File: config.mk
export PLATFORM = sky130hd
export DESIGN_NAME = rmhsp_serial_port
export DESIGN_NICKNAME = d
export VERILOG_FILES = /design/src/hw/rmhsp_pkg.sv /design/src/hw/rmhsp_serial_port.sv
export SDC_FILE = /design/constraint.sdc
export NUM_CORES = 1
export LEC_CHECK = 0
export BUFFER_PORTS_ARGS = -buffer_cell sky130_fd_sc_hd__buf_4
export CORE_ASPECT_RATIO = 1.2
export CORE_MARGIN = 3
export CORE_UTILIZATION = 35
export DETAILED_ROUTE_END_ITERATION = 12
export PLACE_DENSITY_LB_ADDON = 0.12
export SLEW_MARGIN = 0
export SYNTH_ARGS = -nofsm -noshare
export SYNTH_HDL_FRONTEND = slang
export SYNTH_SLANG_ARGS = --single-unit
File: constraint.sdc
create_clock -name clk_sys -period 4.85 [get_ports clk_sys]
set_clock_uncertainty 0.05 [all_clocks]
set_input_delay 0.485 -clock clk_sys [delete_from_list [all_inputs] [get_ports clk_sys]]
set_output_delay 0.485 -clock clk_sys [all_outputs]
set_load 0.05 [all_outputs]
File: src/hw/rmhsp_pkg.sv
// Constants and types for the radio modem host serial port
// Overview of operation
// - SPI is slave only; clock, select and data-in are inputs, data-out output.
// - SPI clock idles low between transfers.
// - Data sampled on rising clock edge, changed on following falling edge.
// - Select may be released any time after the last byte is exchanged.
// - In UART mode clock and select are unused inputs with weak pull-ups.
// - UART receives on shared data-in pin and transmits on shared data-out pin.
// - UART frame is fixed: one start, eight data, one stop, no parity.
// - No hardware or in-band software flow control in UART mode.
// - Baud rate configurable; standard rates 9600 to 115200 within 4% error; nearest to 115200 here is 125000, 8.5% off.
// - Baud comes from 8 MHz over sixteen times a 16-bit divisor.
// - Pending flag high while outbound data waits; it selects read or write.
// - Busy flag set at select, held until command completes; new requests dropped.
// - UART gap over 10 byte-times after start-of-packet discards packet, flags error.
// - UART timeout error is sent only after 25 byte-times have passed.
package rmhsp_pkg;

  localparam int CLK_MHZ    = 100;
  localparam int REF_MHZ    = 8;
  localparam int OVS        = 16;
  localparam int FRAME_BITS = 10;
  localparam int BYTE_TICKS = OVS * FRAME_BITS;
  localparam int IB_BYTES   = 10;
  localparam int LB_BYTES   = 25;
  localparam logic [11:0] IB_TICKS = 12'(IB_BYTES * BYTE_TICKS);
  localparam logic [11:0] LB_TICKS = 12'(LB_BYTES * BYTE_TICKS);
  localparam logic [6:0]  ACC_STEP = 7'(REF_MHZ);
  localparam logic [6:0]  ACC_WRAP = 7'(CLK_MHZ);
  localparam logic [3:0]  OVS_LAST = 4'(OVS - 1);
  localparam logic [3:0]  OVS_MID  = 4'(OVS / 2 - 1);
  localparam logic [7:0]  SOP_BYTE = 8'h3c;
  localparam logic [16:0] HDR_EXTRA = 17'h00003;

  typedef enum logic [1:0] {
    RX_IDLE  = 2'b00,
    RX_START = 2'b01,
    RX_DATA  = 2'b10,
    RX_STOP  = 2'b11
  } rmhsp_rx_st_t;

  typedef struct packed {
    logic       valid;
    logic [7:0] data;
  } rmhsp_beat_t;

endpackage

File: src/hw/rmhsp_serial_port.sv
// Host serial port: SPI slave or 8N1 UART on one pin group
`timescale 1ns/1ps
`default_nettype none
module rmhsp_serial_port
  import rmhsp_pkg::*;
(
  input  wire logic        clk_sys,
  input  wire logic        rst_n,
  input  wire logic        uart_mode,
  input  wire logic [15:0] baud_divisor,
  input  wire logic        spi_sck,
  input  wire logic        spi_select_n,
  input  wire logic        data_in,
  output logic             data_out,
  output logic             sck_select_pullup_en,
  output logic             packet_pending_flag,
  output logic             clear_to_send_flag,
  input  wire logic        cmd_done,
  input  wire rmhsp_beat_t tx_beat,
  output logic             tx_ready,
  output rmhsp_beat_t      rx_beat,
  input  wire logic        rx_ready,
  output logic             rx_overrun,
  output logic             pkt_discard,
  output logic             uart_error
);

  // Reference tick: average 8 MHz out of the system clock
  logic [6:0]  ref_acc;
  logic [15:0] div_cnt;
  logic        ovs_tick;
  wire  [6:0]  acc_sum  = ref_acc + ACC_STEP;
  wire         ref_tick = acc_sum >= ACC_WRAP;
  wire         div_end  = ref_tick && (div_cnt + 16'h0001 >= baud_divisor);

  always_ff @(posedge clk_sys)
  begin
    if (!rst_n)
    begin
      ref_acc  <= 7'h00;
      div_cnt  <= 16'h0000;
      ovs_tick <= 1'b0;
    end
    else
    begin
      ref_acc  <= ref_tick ? acc_sum - ACC_WRAP : acc_sum;
      div_cnt  <= div_end ? 16'h0000 : (ref_tick ? div_cnt + 16'h0001 : div_cnt);
      ovs_tick <= div_end;
    end
  end

  // SPI edge detection; pins are synchronous to clk_sys
  logic sck_q;
  logic sel_q;
  wire  spi_on    = !uart_mode;
  wire  sck_rise  = spi_on && !spi_select_n && spi_sck && !sck_q;
  wire  sck_fall  = spi_on && !spi_select_n && !spi_sck && sck_q;
  wire  sel_fall  = spi_on && !spi_select_n && sel_q;

  // SPI transfer state
  logic       xfer_ok;
  logic       xfer_read;
  logic [2:0] spi_bits;
  logic [7:0] spi_rx_sh;
  logic [7:0] spi_tx_sh;
  logic       spi_done;
  wire        spi_load   = sel_fall || (sck_fall && spi_bits == 3'h0);
  // A busy transfer neither takes a byte nor shows one
  wire        spi_ok     = sel_fall ? !clear_to_send_flag : xfer_ok;
  wire        spi_take   = spi_load && spi_ok && (sel_fall ? packet_pending_flag : xfer_read) && tx_beat.valid;
  wire  [7:0] spi_ld_val = spi_take ? tx_beat.data : 8'h00;
  wire  [7:0] next_rx_sh = {spi_rx_sh[6:0], data_in};

  // UART receiver
  rmhsp_rx_st_t rx_st;
  logic [3:0]   rx_sub;
  logic [2:0]   rx_bits;
  logic [7:0]   rx_sh;
  logic         urx_done;
  wire          rx_at_mid  = ovs_tick && rx_sub == OVS_MID;
  wire          rx_at_end  = ovs_tick && rx_sub == OVS_LAST;

  // UART transmitter
  logic       tx_busy;
  logic [3:0] tx_sub;
  logic [3:0] tx_bits;
  logic [8:0] tx_sh;
  wire        utx_take = uart_mode && !tx_busy && tx_beat.valid;

  // Byte into the two-entry receive buffer
  wire        in_valid = spi_done || urx_done;
  wire  [7:0] in_data  = uart_mode ? rx_sh : spi_rx_sh;

  always_ff @(posedge clk_sys)
  begin
    if (!rst_n)
    begin
      sck_q <= 1'b0;
      sel_q <= 1'b1;
      xfer_ok <= 1'b0;
      xfer_read <= 1'b0;
      spi_bits <= 3'h0;
      spi_rx_sh <= 8'h00;
      spi_tx_sh <= 8'h00;
      spi_done <= 1'b0;
      clear_to_send_flag <= 1'b0;
    end
    else
    begin
      sck_q <= spi_sck;
      sel_q <= spi_select_n;
      spi_done <= 1'b0;
      if (sel_fall)
      begin
        // Busy port drops the whole transfer silently
        xfer_ok   <= !clear_to_send_flag;
        xfer_read <= packet_pending_flag;
        spi_bits  <= 3'h0;
      end
      if (sck_rise)
      begin
        spi_rx_sh <= next_rx_sh;
        spi_bits  <= spi_bits + 3'h1;
        spi_done  <= spi_bits == 3'h7 && xfer_ok && !xfer_read;
      end
      if (spi_load)
        spi_tx_sh <= spi_ld_val;
      else if (sck_fall)
        spi_tx_sh <= {spi_tx_sh[6:0], 1'b0};
      // Set wins over completion in the same cycle
      if (sel_fall)
        clear_to_send_flag <= 1'b1;
      else if (cmd_done)
        clear_to_send_flag <= 1'b0;
    end
  end

  always_ff @(posedge clk_sys)
  begin
    if (!rst_n)
    begin
      rx_st <= RX_IDLE;
      rx_sub <= 4'h0;
      rx_bits <= 3'h0;
      rx_sh <= 8'h00;
      urx_done <= 1'b0;
    end
    else
    begin
      urx_done <= 1'b0;
      if (ovs_tick)
        rx_sub <= rx_sub + 4'h1;
      case (rx_st)
        RX_IDLE:
        begin
          rx_sub <= 4'h0;
          if (uart_mode && !data_in)
            rx_st <= RX_START;
        end
        RX_START:
          if (rx_at_mid)
          begin
            rx_sub <= 4'h0;
            rx_st  <= data_in ? RX_IDLE : RX_DATA; // Glitch rejection
          end
        RX_DATA:
          if (rx_at_end)
          begin
            rx_sh   <= {data_in, rx_sh[7:1]};
            rx_bits <= rx_bits + 3'h1;
            if (rx_bits == 3'h7)
              rx_st <= RX_STOP;
          end
        RX_STOP:
          if (rx_at_end)
          begin
            urx_done <= data_in;
            rx_st    <= RX_IDLE;
          end
        default:
          rx_st <= RX_IDLE;
      endcase
    end
  end

  always_ff @(posedge clk_sys)
  begin
    if (!rst_n)
    begin
      tx_busy <= 1'b0;
      tx_sub <= 4'h0;
      tx_bits <= 4'h0;
      tx_sh <= 9'h1ff;
    end
    else if (utx_take)
    begin
      tx_busy <= 1'b1;
      tx_sub  <= 4'h0;
      tx_bits <= 4'h0;
      tx_sh   <= {tx_beat.data, 1'b0};
    end
    else if (tx_busy && ovs_tick)
    begin
      tx_sub <= tx_sub + 4'h1;
      if (tx_sub == OVS_LAST)
      begin
        tx_sh   <= {1'b1, tx_sh[8:1]};
        tx_bits <= tx_bits + 4'h1;
        tx_busy <= tx_bits != 4'(FRAME_BITS - 1);
      end
    end
  end

  // Pin outputs, flags and stream handshakes
  always_ff @(posedge clk_sys)
  begin
    if (!rst_n)
    begin
      data_out <= 1'b1;
      sck_select_pullup_en <= 1'b0;
      packet_pending_flag <= 1'b0;
      tx_ready <= 1'b0;
    end
    else
    begin
      data_out <= uart_mode ? tx_sh[0] : (spi_load ? spi_ld_val[7] : spi_tx_sh[7]);
      sck_select_pullup_en <= uart_mode;
      packet_pending_flag <= tx_beat.valid && !tx_ready;
      tx_ready <= (utx_take || spi_take) && !tx_ready;
    end
  end

  // Two-entry receive buffer: head drives rx_beat, second entry absorbs a stall
  rmhsp_beat_t spare;
  wire         buf_pop      = rx_beat.valid && rx_ready;
  wire         buf_in_ready = !spare.valid || buf_pop;
  wire         buf_push     = in_valid && buf_in_ready;

  always_ff @(posedge clk_sys)
  begin
    if (!rst_n)
    begin
      rx_beat <= '0;
      spare <= '0;
      rx_overrun <= 1'b0;
    end
    else
    begin
      rx_overrun <= in_valid && !buf_in_ready;
      if (buf_pop || !rx_beat.valid)
      begin
        rx_beat.valid <= spare.valid || buf_push;
        rx_beat.data  <= spare.valid ? spare.data : in_data;
        // Spare refills in the cycle that it moves up
        spare.valid   <= spare.valid && buf_push;
        spare.data    <= in_data;
      end
      else if (buf_push)
        spare <= {1'b1, in_data};
    end
  end

  // Packet tracking and timeouts in UART mode
  logic        pkt_open;
  logic        err_wait;
  logic [16:0] pkt_cnt;
  logic [15:0] pkt_len;
  logic [11:0] gap;
  wire         ib_hit = pkt_open && ovs_tick && gap == IB_TICKS - 12'h001;
  wire         lb_hit = err_wait && ovs_tick && gap == LB_TICKS - 12'h001;

  always_ff @(posedge clk_sys)
  begin
    if (!rst_n)
    begin
      pkt_open <= 1'b0;
      err_wait <= 1'b0;
      pkt_cnt <= 17'h00000;
      pkt_len <= 16'h0000;
      gap <= 12'h000;
      pkt_discard <= 1'b0;
      uart_error <= 1'b0;
    end
    else
    begin
      pkt_discard <= ib_hit && !urx_done;
      uart_error  <= lb_hit && !urx_done;
      if (urx_done)
      begin
        gap <= 12'h000;
        if (pkt_open)
        begin
          pkt_cnt <= pkt_cnt + 17'h00001;
          if (pkt_cnt == 17'h00000)
            pkt_len[7:0] <= rx_sh;
          if (pkt_cnt == 17'h00001)
            pkt_len[15:8] <= rx_sh;
          if (pkt_cnt + 17'h00001 == {1'b0, pkt_len} + HDR_EXTRA && pkt_cnt > 17'h00001)
            pkt_open <= 1'b0;
        end
        else if (!err_wait && rx_sh == SOP_BYTE)
        begin
          pkt_open <= 1'b1;
          pkt_cnt  <= 17'h00000;
        end
      end
      else if (ib_hit)
      begin
        pkt_open <= 1'b0;
        err_wait <= 1'b1;
        gap      <= gap + 12'h001;
      end
      else if (lb_hit)
      begin
        err_wait <= 1'b0;
        gap      <= 12'h000;
      end
      else if ((pkt_open || err_wait) && ovs_tick)
        gap <= gap + 12'h001;
    end
  end

  AST_CTS_ON_SELECT: assert property (@(posedge clk_sys) disable iff (!rst_n)
    sel_fall |=> clear_to_send_flag)
    else $error("busy flag not raised at select");

  AST_CTS_HOLD: assert property (@(posedge clk_sys) disable iff (!rst_n)
    clear_to_send_flag && !cmd_done |=> clear_to_send_flag)
    else $error("busy flag dropped before command completion");

  AST_BUSY_DROPS: assert property (@(posedge clk_sys) disable iff (!rst_n)
    sel_fall && clear_to_send_flag |=> !xfer_ok ##1 !spi_done)
    else $error("transfer accepted while busy");

  AST_PENDING: assert property (@(posedge clk_sys) disable iff (!rst_n)
    !tx_beat.valid |=> !packet_pending_flag)
    else $error("pending flag high with nothing queued");

  AST_PULLUP: assert property (@(posedge clk_sys) disable iff (!rst_n)
    rst_n && uart_mode |=> sck_select_pullup_en)
    else $error("pull-ups off in UART mode");

  AST_SPI_SAMPLE: assert property (@(posedge clk_sys) disable iff (!rst_n)
    sck_rise |=> spi_rx_sh[0] == $past(data_in))
    else $error("SPI data not sampled on rising edge");

  AST_SDO_HOLD: assert property (@(posedge clk_sys) disable iff (!rst_n)
    spi_on && $past(rst_n) && !spi_load && !$past(sck_fall) |=> $stable(data_out))
    else $error("SPI output changed outside falling edge");

  AST_IB_TIMEOUT: assert property (@(posedge clk_sys) disable iff (!rst_n)
    ib_hit && !urx_done |=> !pkt_open && err_wait && pkt_discard)
    else $error("inter-byte timeout not acted on");

  AST_LB_DELAY: assert property (@(posedge clk_sys) disable iff (!rst_n)
    uart_error |-> $past(err_wait) && $past(gap) == LB_TICKS - 12'h001)
    else $error("error sent before last-byte timer elapsed");

  AST_RESET_IDLE: assert property (@(posedge clk_sys)
    !rst_n |=> !clear_to_send_flag && !rx_beat.valid && rx_st == RX_IDLE && !tx_busy && data_out)
    else $error("reset did not return block to idle");

endmodule
`default_nettype wire

==> impl_metrics.toml <==
[outcome]
outcome = "completed"

[clock_network]
tritoncts_clock_tree = "built"
cts_buffer_depth = 2
cts_buffers = 17
cts-htree-levels = 4
clkLatencyLatePin_ns = 0.43
path_clk_slew_ns = 0.06
cts_setup_buffers = 0
post_cts_hold_buffer_count = 0
cts_repair_resize_count = 0
clock-sinks = 155
clock-root-buffer = "sky130_fd_sc_hd__clkbuf_16"

[hold_path]
min-delay-start = "rx_ready"
hp-class = "input pin to register"
hold_crit_depth = 2
whs_endpoint = "rx_overrun"

[power_and_ir_drop]
finalPower_uw = 2780
power-per-cell-area_nw_per_um2 = 305
irDropWorstVdd_mv = 0.219
p_leak_uw = 0.00371

[critical_path]
crit-reg2reg-capture = "div_cnt[1]"
worst_r2r_startpoint = "div_cnt[0]"
maximum_fanout_count_along_the_critical_path = 16
timing.critical_path.to_type = "register"
timing_worst_setup_path_type = "register to register"
worst-endpoint-arrival_ns = 3.52
required_ns = 5.16
worst_r2r_path_depth = 14
worst_reg_to_reg_setup_slack_ns = 1.64
critical_path.startpoint_type = "register"

[die]
initial_core_util_pct = 36.2
fp.dieArea_um2 = 24600
rows = 59
io-pin-count = 50
floorplan.die.height_um = 171
design.core.area_um2 = 22000
die_w_um = 144

[logic_synthesis]
synth_top_family_by_area = "simple AND/OR/NAND/NOR gates"
adder_cell_share_of_the_synthesized_area_pct = 5.50
synth-edff-count = 0
synth_nets = 1031
synth_compound_gate_area_share_pct = 11.9
yosys-top-cells-area = "sky130_fd_sc_hd__dfxtp_1 (39%), sky130_fd_sc_hd__nor2_1 (7.0%), sky130_fd_sc_hd__xnor2_1 (5.7%), sky130_fd_sc_hd__ha_1 (5.5%), sky130_fd_sc_hd__nand2_1 (4.9%)"
synth-simple-area-share_pct = 24.4
synth.top_cells.by_count = "sky130_fd_sc_hd__dfxtp_1 (155), sky130_fd_sc_hd__nor2_1 (149), sky130_fd_sc_hd__nand2_1 (104), sky130_fd_sc_hd__a21oi_1 (76), sky130_fd_sc_hd__xnor2_1 (52)"
yosys_warnings = 0
netlist.top_cell.by_area = "sky130_fd_sc_hd__dfxtp_1"
synth_xor_xnor_area_share_pct = 10.2
ff_latch_count_synth = 155
synthDominantCellAreaShare_pct = 39.0
post-synth-top-count-cell = "sky130_fd_sc_hd__dfxtp_1"
syn_inst = 963
synth.mux.area_fraction_pct = 4.92
synth_area_um2 = 7960
syn-mean-instance-area_um2 = 8.26
synth_ff_type = "sky130_fd_sc_hd__dfxtp_1"
synthDistinctLibCells = 57
postSynth.asyncResetShare_pct = 0
synth-seq-area-share_pct = 39.0

[timing]
tns_ns = 0
maxSlewHeadroom_pct = 28.4
fmax_mhz = 311
hold_viol_final = 0
grt_setup_unrepaired = "false"
finalSetupViolations = 0
final-max-slew-violation-count = 0
final_min_period_over_clock_period_pct = 66.3
max_slew.worst_pin.slew_ns = 1.07
min_period_ns = 3.21

[layout]
drive_gt1_share_pct = 10.9
finalInstanceArea_um2 = 9120
net_count_reported_at_finish = 1057
multi_input_area_um2 = 4540
core_utilization_of_the_finished_layout_pct = 41.4
finalNonFillerCells = 1276
antenna_cells = 0
nFillCells = 2284
area_growth_synth_to_finish_pct = 14.5
seq_area_um2 = 3100

[grt]
antenna_found_initial = 0
grt_first_pass_wirelength_mm = 30.9
global_route.usage.total_pct = 15.4
grt.overflow.total = 0
grt_start_max_net_pins = 50
first_global_vias = 6202

[place]
placed_area_um2 = 8520
detailed_place_hpwl_mm = 12.7
io_buffers = 49
finalWeightedCongestion = 0.761
dpl.cell_count = 1244

[route]
drt.antenna.violating_nets = 0
wl_met3_um = 418
route.layer.met1.wl_mm = 8.58
routed_wl_mm = 18.1
detailedRoute.firstIterationViolations = 304
drt_pre_antenna_iters = 4
routedWlPerCell_um = 14.2
dr.max_layer_used = "met4"
drc_errors = 0
dr_total_vias = 6397
route.met2.wl_mm = 8.90
post_drt_via_cell_ratio = 5.01

[run]
max-cap-violations = 0
-- state kept, by name, summed over array words and instances, names as in the netlist, 3 cells and up, named ones only --
| name | flops |
|---|---|
| rx_sh | 8 |
| tx_sub | 4 |
| rx_beat | 9 |
| spi_bits | 3 |
| pkt_len | 16 |
| tx_sh | 9 |
| spi_rx_sh | 8 |
| rx_sub | 4 |
| gap | 12 |
| spi_tx_sh | 8 |
| pkt_cnt | 17 |
| spare | 9 |
| ref_acc | 5 |
| tx_bits | 4 |
| div_cnt | 16 |
| rx_bits | 3 |
-- cell families after synthesis --
family | after synthesis
muxes | 39
xor gates and xnor gates | 92
AOI/OAI and AO/OA | 162
DFF | 155
buffers and inverters | 79
and+or+nand+nor | 401
adders and majority gates | 35
-- worst max-delay path, stage by stage (launching register included) --
cell and delay (ns):
sky130_fd_sc_hd__dfxtp_1 0.40, sky130_fd_sc_hd__ha_1 0.23, sky130_fd_sc_hd__nand3_1 0.16, sky130_fd_sc_hd__nor2_1 0.23, sky130_fd_sc_hd__and3_1 0.29, sky130_fd_sc_hd__nand2_1 0.14
sky130_fd_sc_hd__nor2_1 0.15, sky130_fd_sc_hd__xnor2_1 0.09, sky130_fd_sc_hd__ha_1 0.18, sky130_fd_sc_hd__a21o_1 0.17, sky130_fd_sc_hd__a21o_1 0.16, sky130_fd_sc_hd__a21oi_1 0.22
sky130_fd_sc_hd__nand3_1 0.10, sky130_fd_sc_hd__a21o_1 0.38, sky130_fd_sc_hd__a21oi_1 0.20
-- cells in the final DEF, fill, tap and decap left out, types with 8 or more instances in the layout --
master                      synthesis  routed
sky130_fd_sc_hd__o21ai_0           25      25
sky130_fd_sc_hd__nor4_1            11      11
sky130_fd_sc_hd__buf_4              2      54
sky130_fd_sc_hd__a21oi_1           76      76
sky130_fd_sc_hd__and3_1             8       8
sky130_fd_sc_hd__clkbuf_16          0      17
sky130_fd_sc_hd__nand2b_1           8       8
sky130_fd_sc_hd__nand3_1           31      31
sky130_fd_sc_hd__a211oi_1          12      12
sky130_fd_sc_hd__o21ai_1           11      11
sky130_fd_sc_hd__ha_1              35      35
sky130_fd_sc_hd__nand4_1           20      20
sky130_fd_sc_hd__xnor2_1           52      52
sky130_fd_sc_hd__mux2i_1           38      38
sky130_fd_sc_hd__a21o_1             8       8
sky130_fd_sc_hd__nor2_1           149     149
sky130_fd_sc_hd__inv_1             32      31
sky130_fd_sc_hd__xor2_1            39      39
sky130_fd_sc_hd__dfxtp_1          155     155
sky130_fd_sc_hd__nand2_1          104     104
sky130_fd_sc_hd__nor3_1            21      21
sky130_fd_sc_hd__a221oi_1           9       9
-- routing by layer --
| layer | GRT usage (%) | vias to the layer above |
|---|---|---|
| met3 | 3.25 | 15 |
| li1 | - | 3359 |
| met1 | 19.8 | 2965 |
| met2 | 26.1 | 58 |
| met5 | 0 | - |
| met4 | 4.42 | 0 |
-- worst max-delay path by stage --
stage	from	to	slack, ns	depth (start not counted)
2_1_floorplan	div_cnt[0]	div_cnt[0]	1.94	16
3_3_place_gp	div_cnt[0]	div_cnt[15]	1.69	14
6_report	div_cnt[0]	div_cnt[1]	1.64	14
5_1_grt	div_cnt[0]	div_cnt[1]	1.27	14
4_1_cts	div_cnt[0]	div_cnt[15]	1.61	14
3_5_place_dp	div_cnt[0]	div_cnt[15]	1.62	14
-- through the flow --
step | hold slack [ns] | setup slack [ns]
4_1_cts | 0.194 | 1.61
3_3_place_gp | 0.396 | 1.69
3_5_place_dp | 0.389 | 1.62
5_1_grt | 0.209 | 1.27
6_report | 0.217 | 1.64
2_1_floorplan | 0.370 | 1.94
-- final cells by class --
type                            count  area share, %
Multi-Input combinational cell    729           49.8
Sequential cell                   155           34.0
Clock buffer                       17           4.67
Timing Repair Buffer               54           4.45
Tap cell                          274           3.76
Clock inverter                     15           1.92
Inverter                           32           1.32
-- where the power goes --
group          switching (uW)  internal (uW)
Clock                     582            776
Sequential               11.1           1290
Combinational            77.2           47.3
Total                     671           2110
No activity file was read; power rests on OpenSTA's default activity.
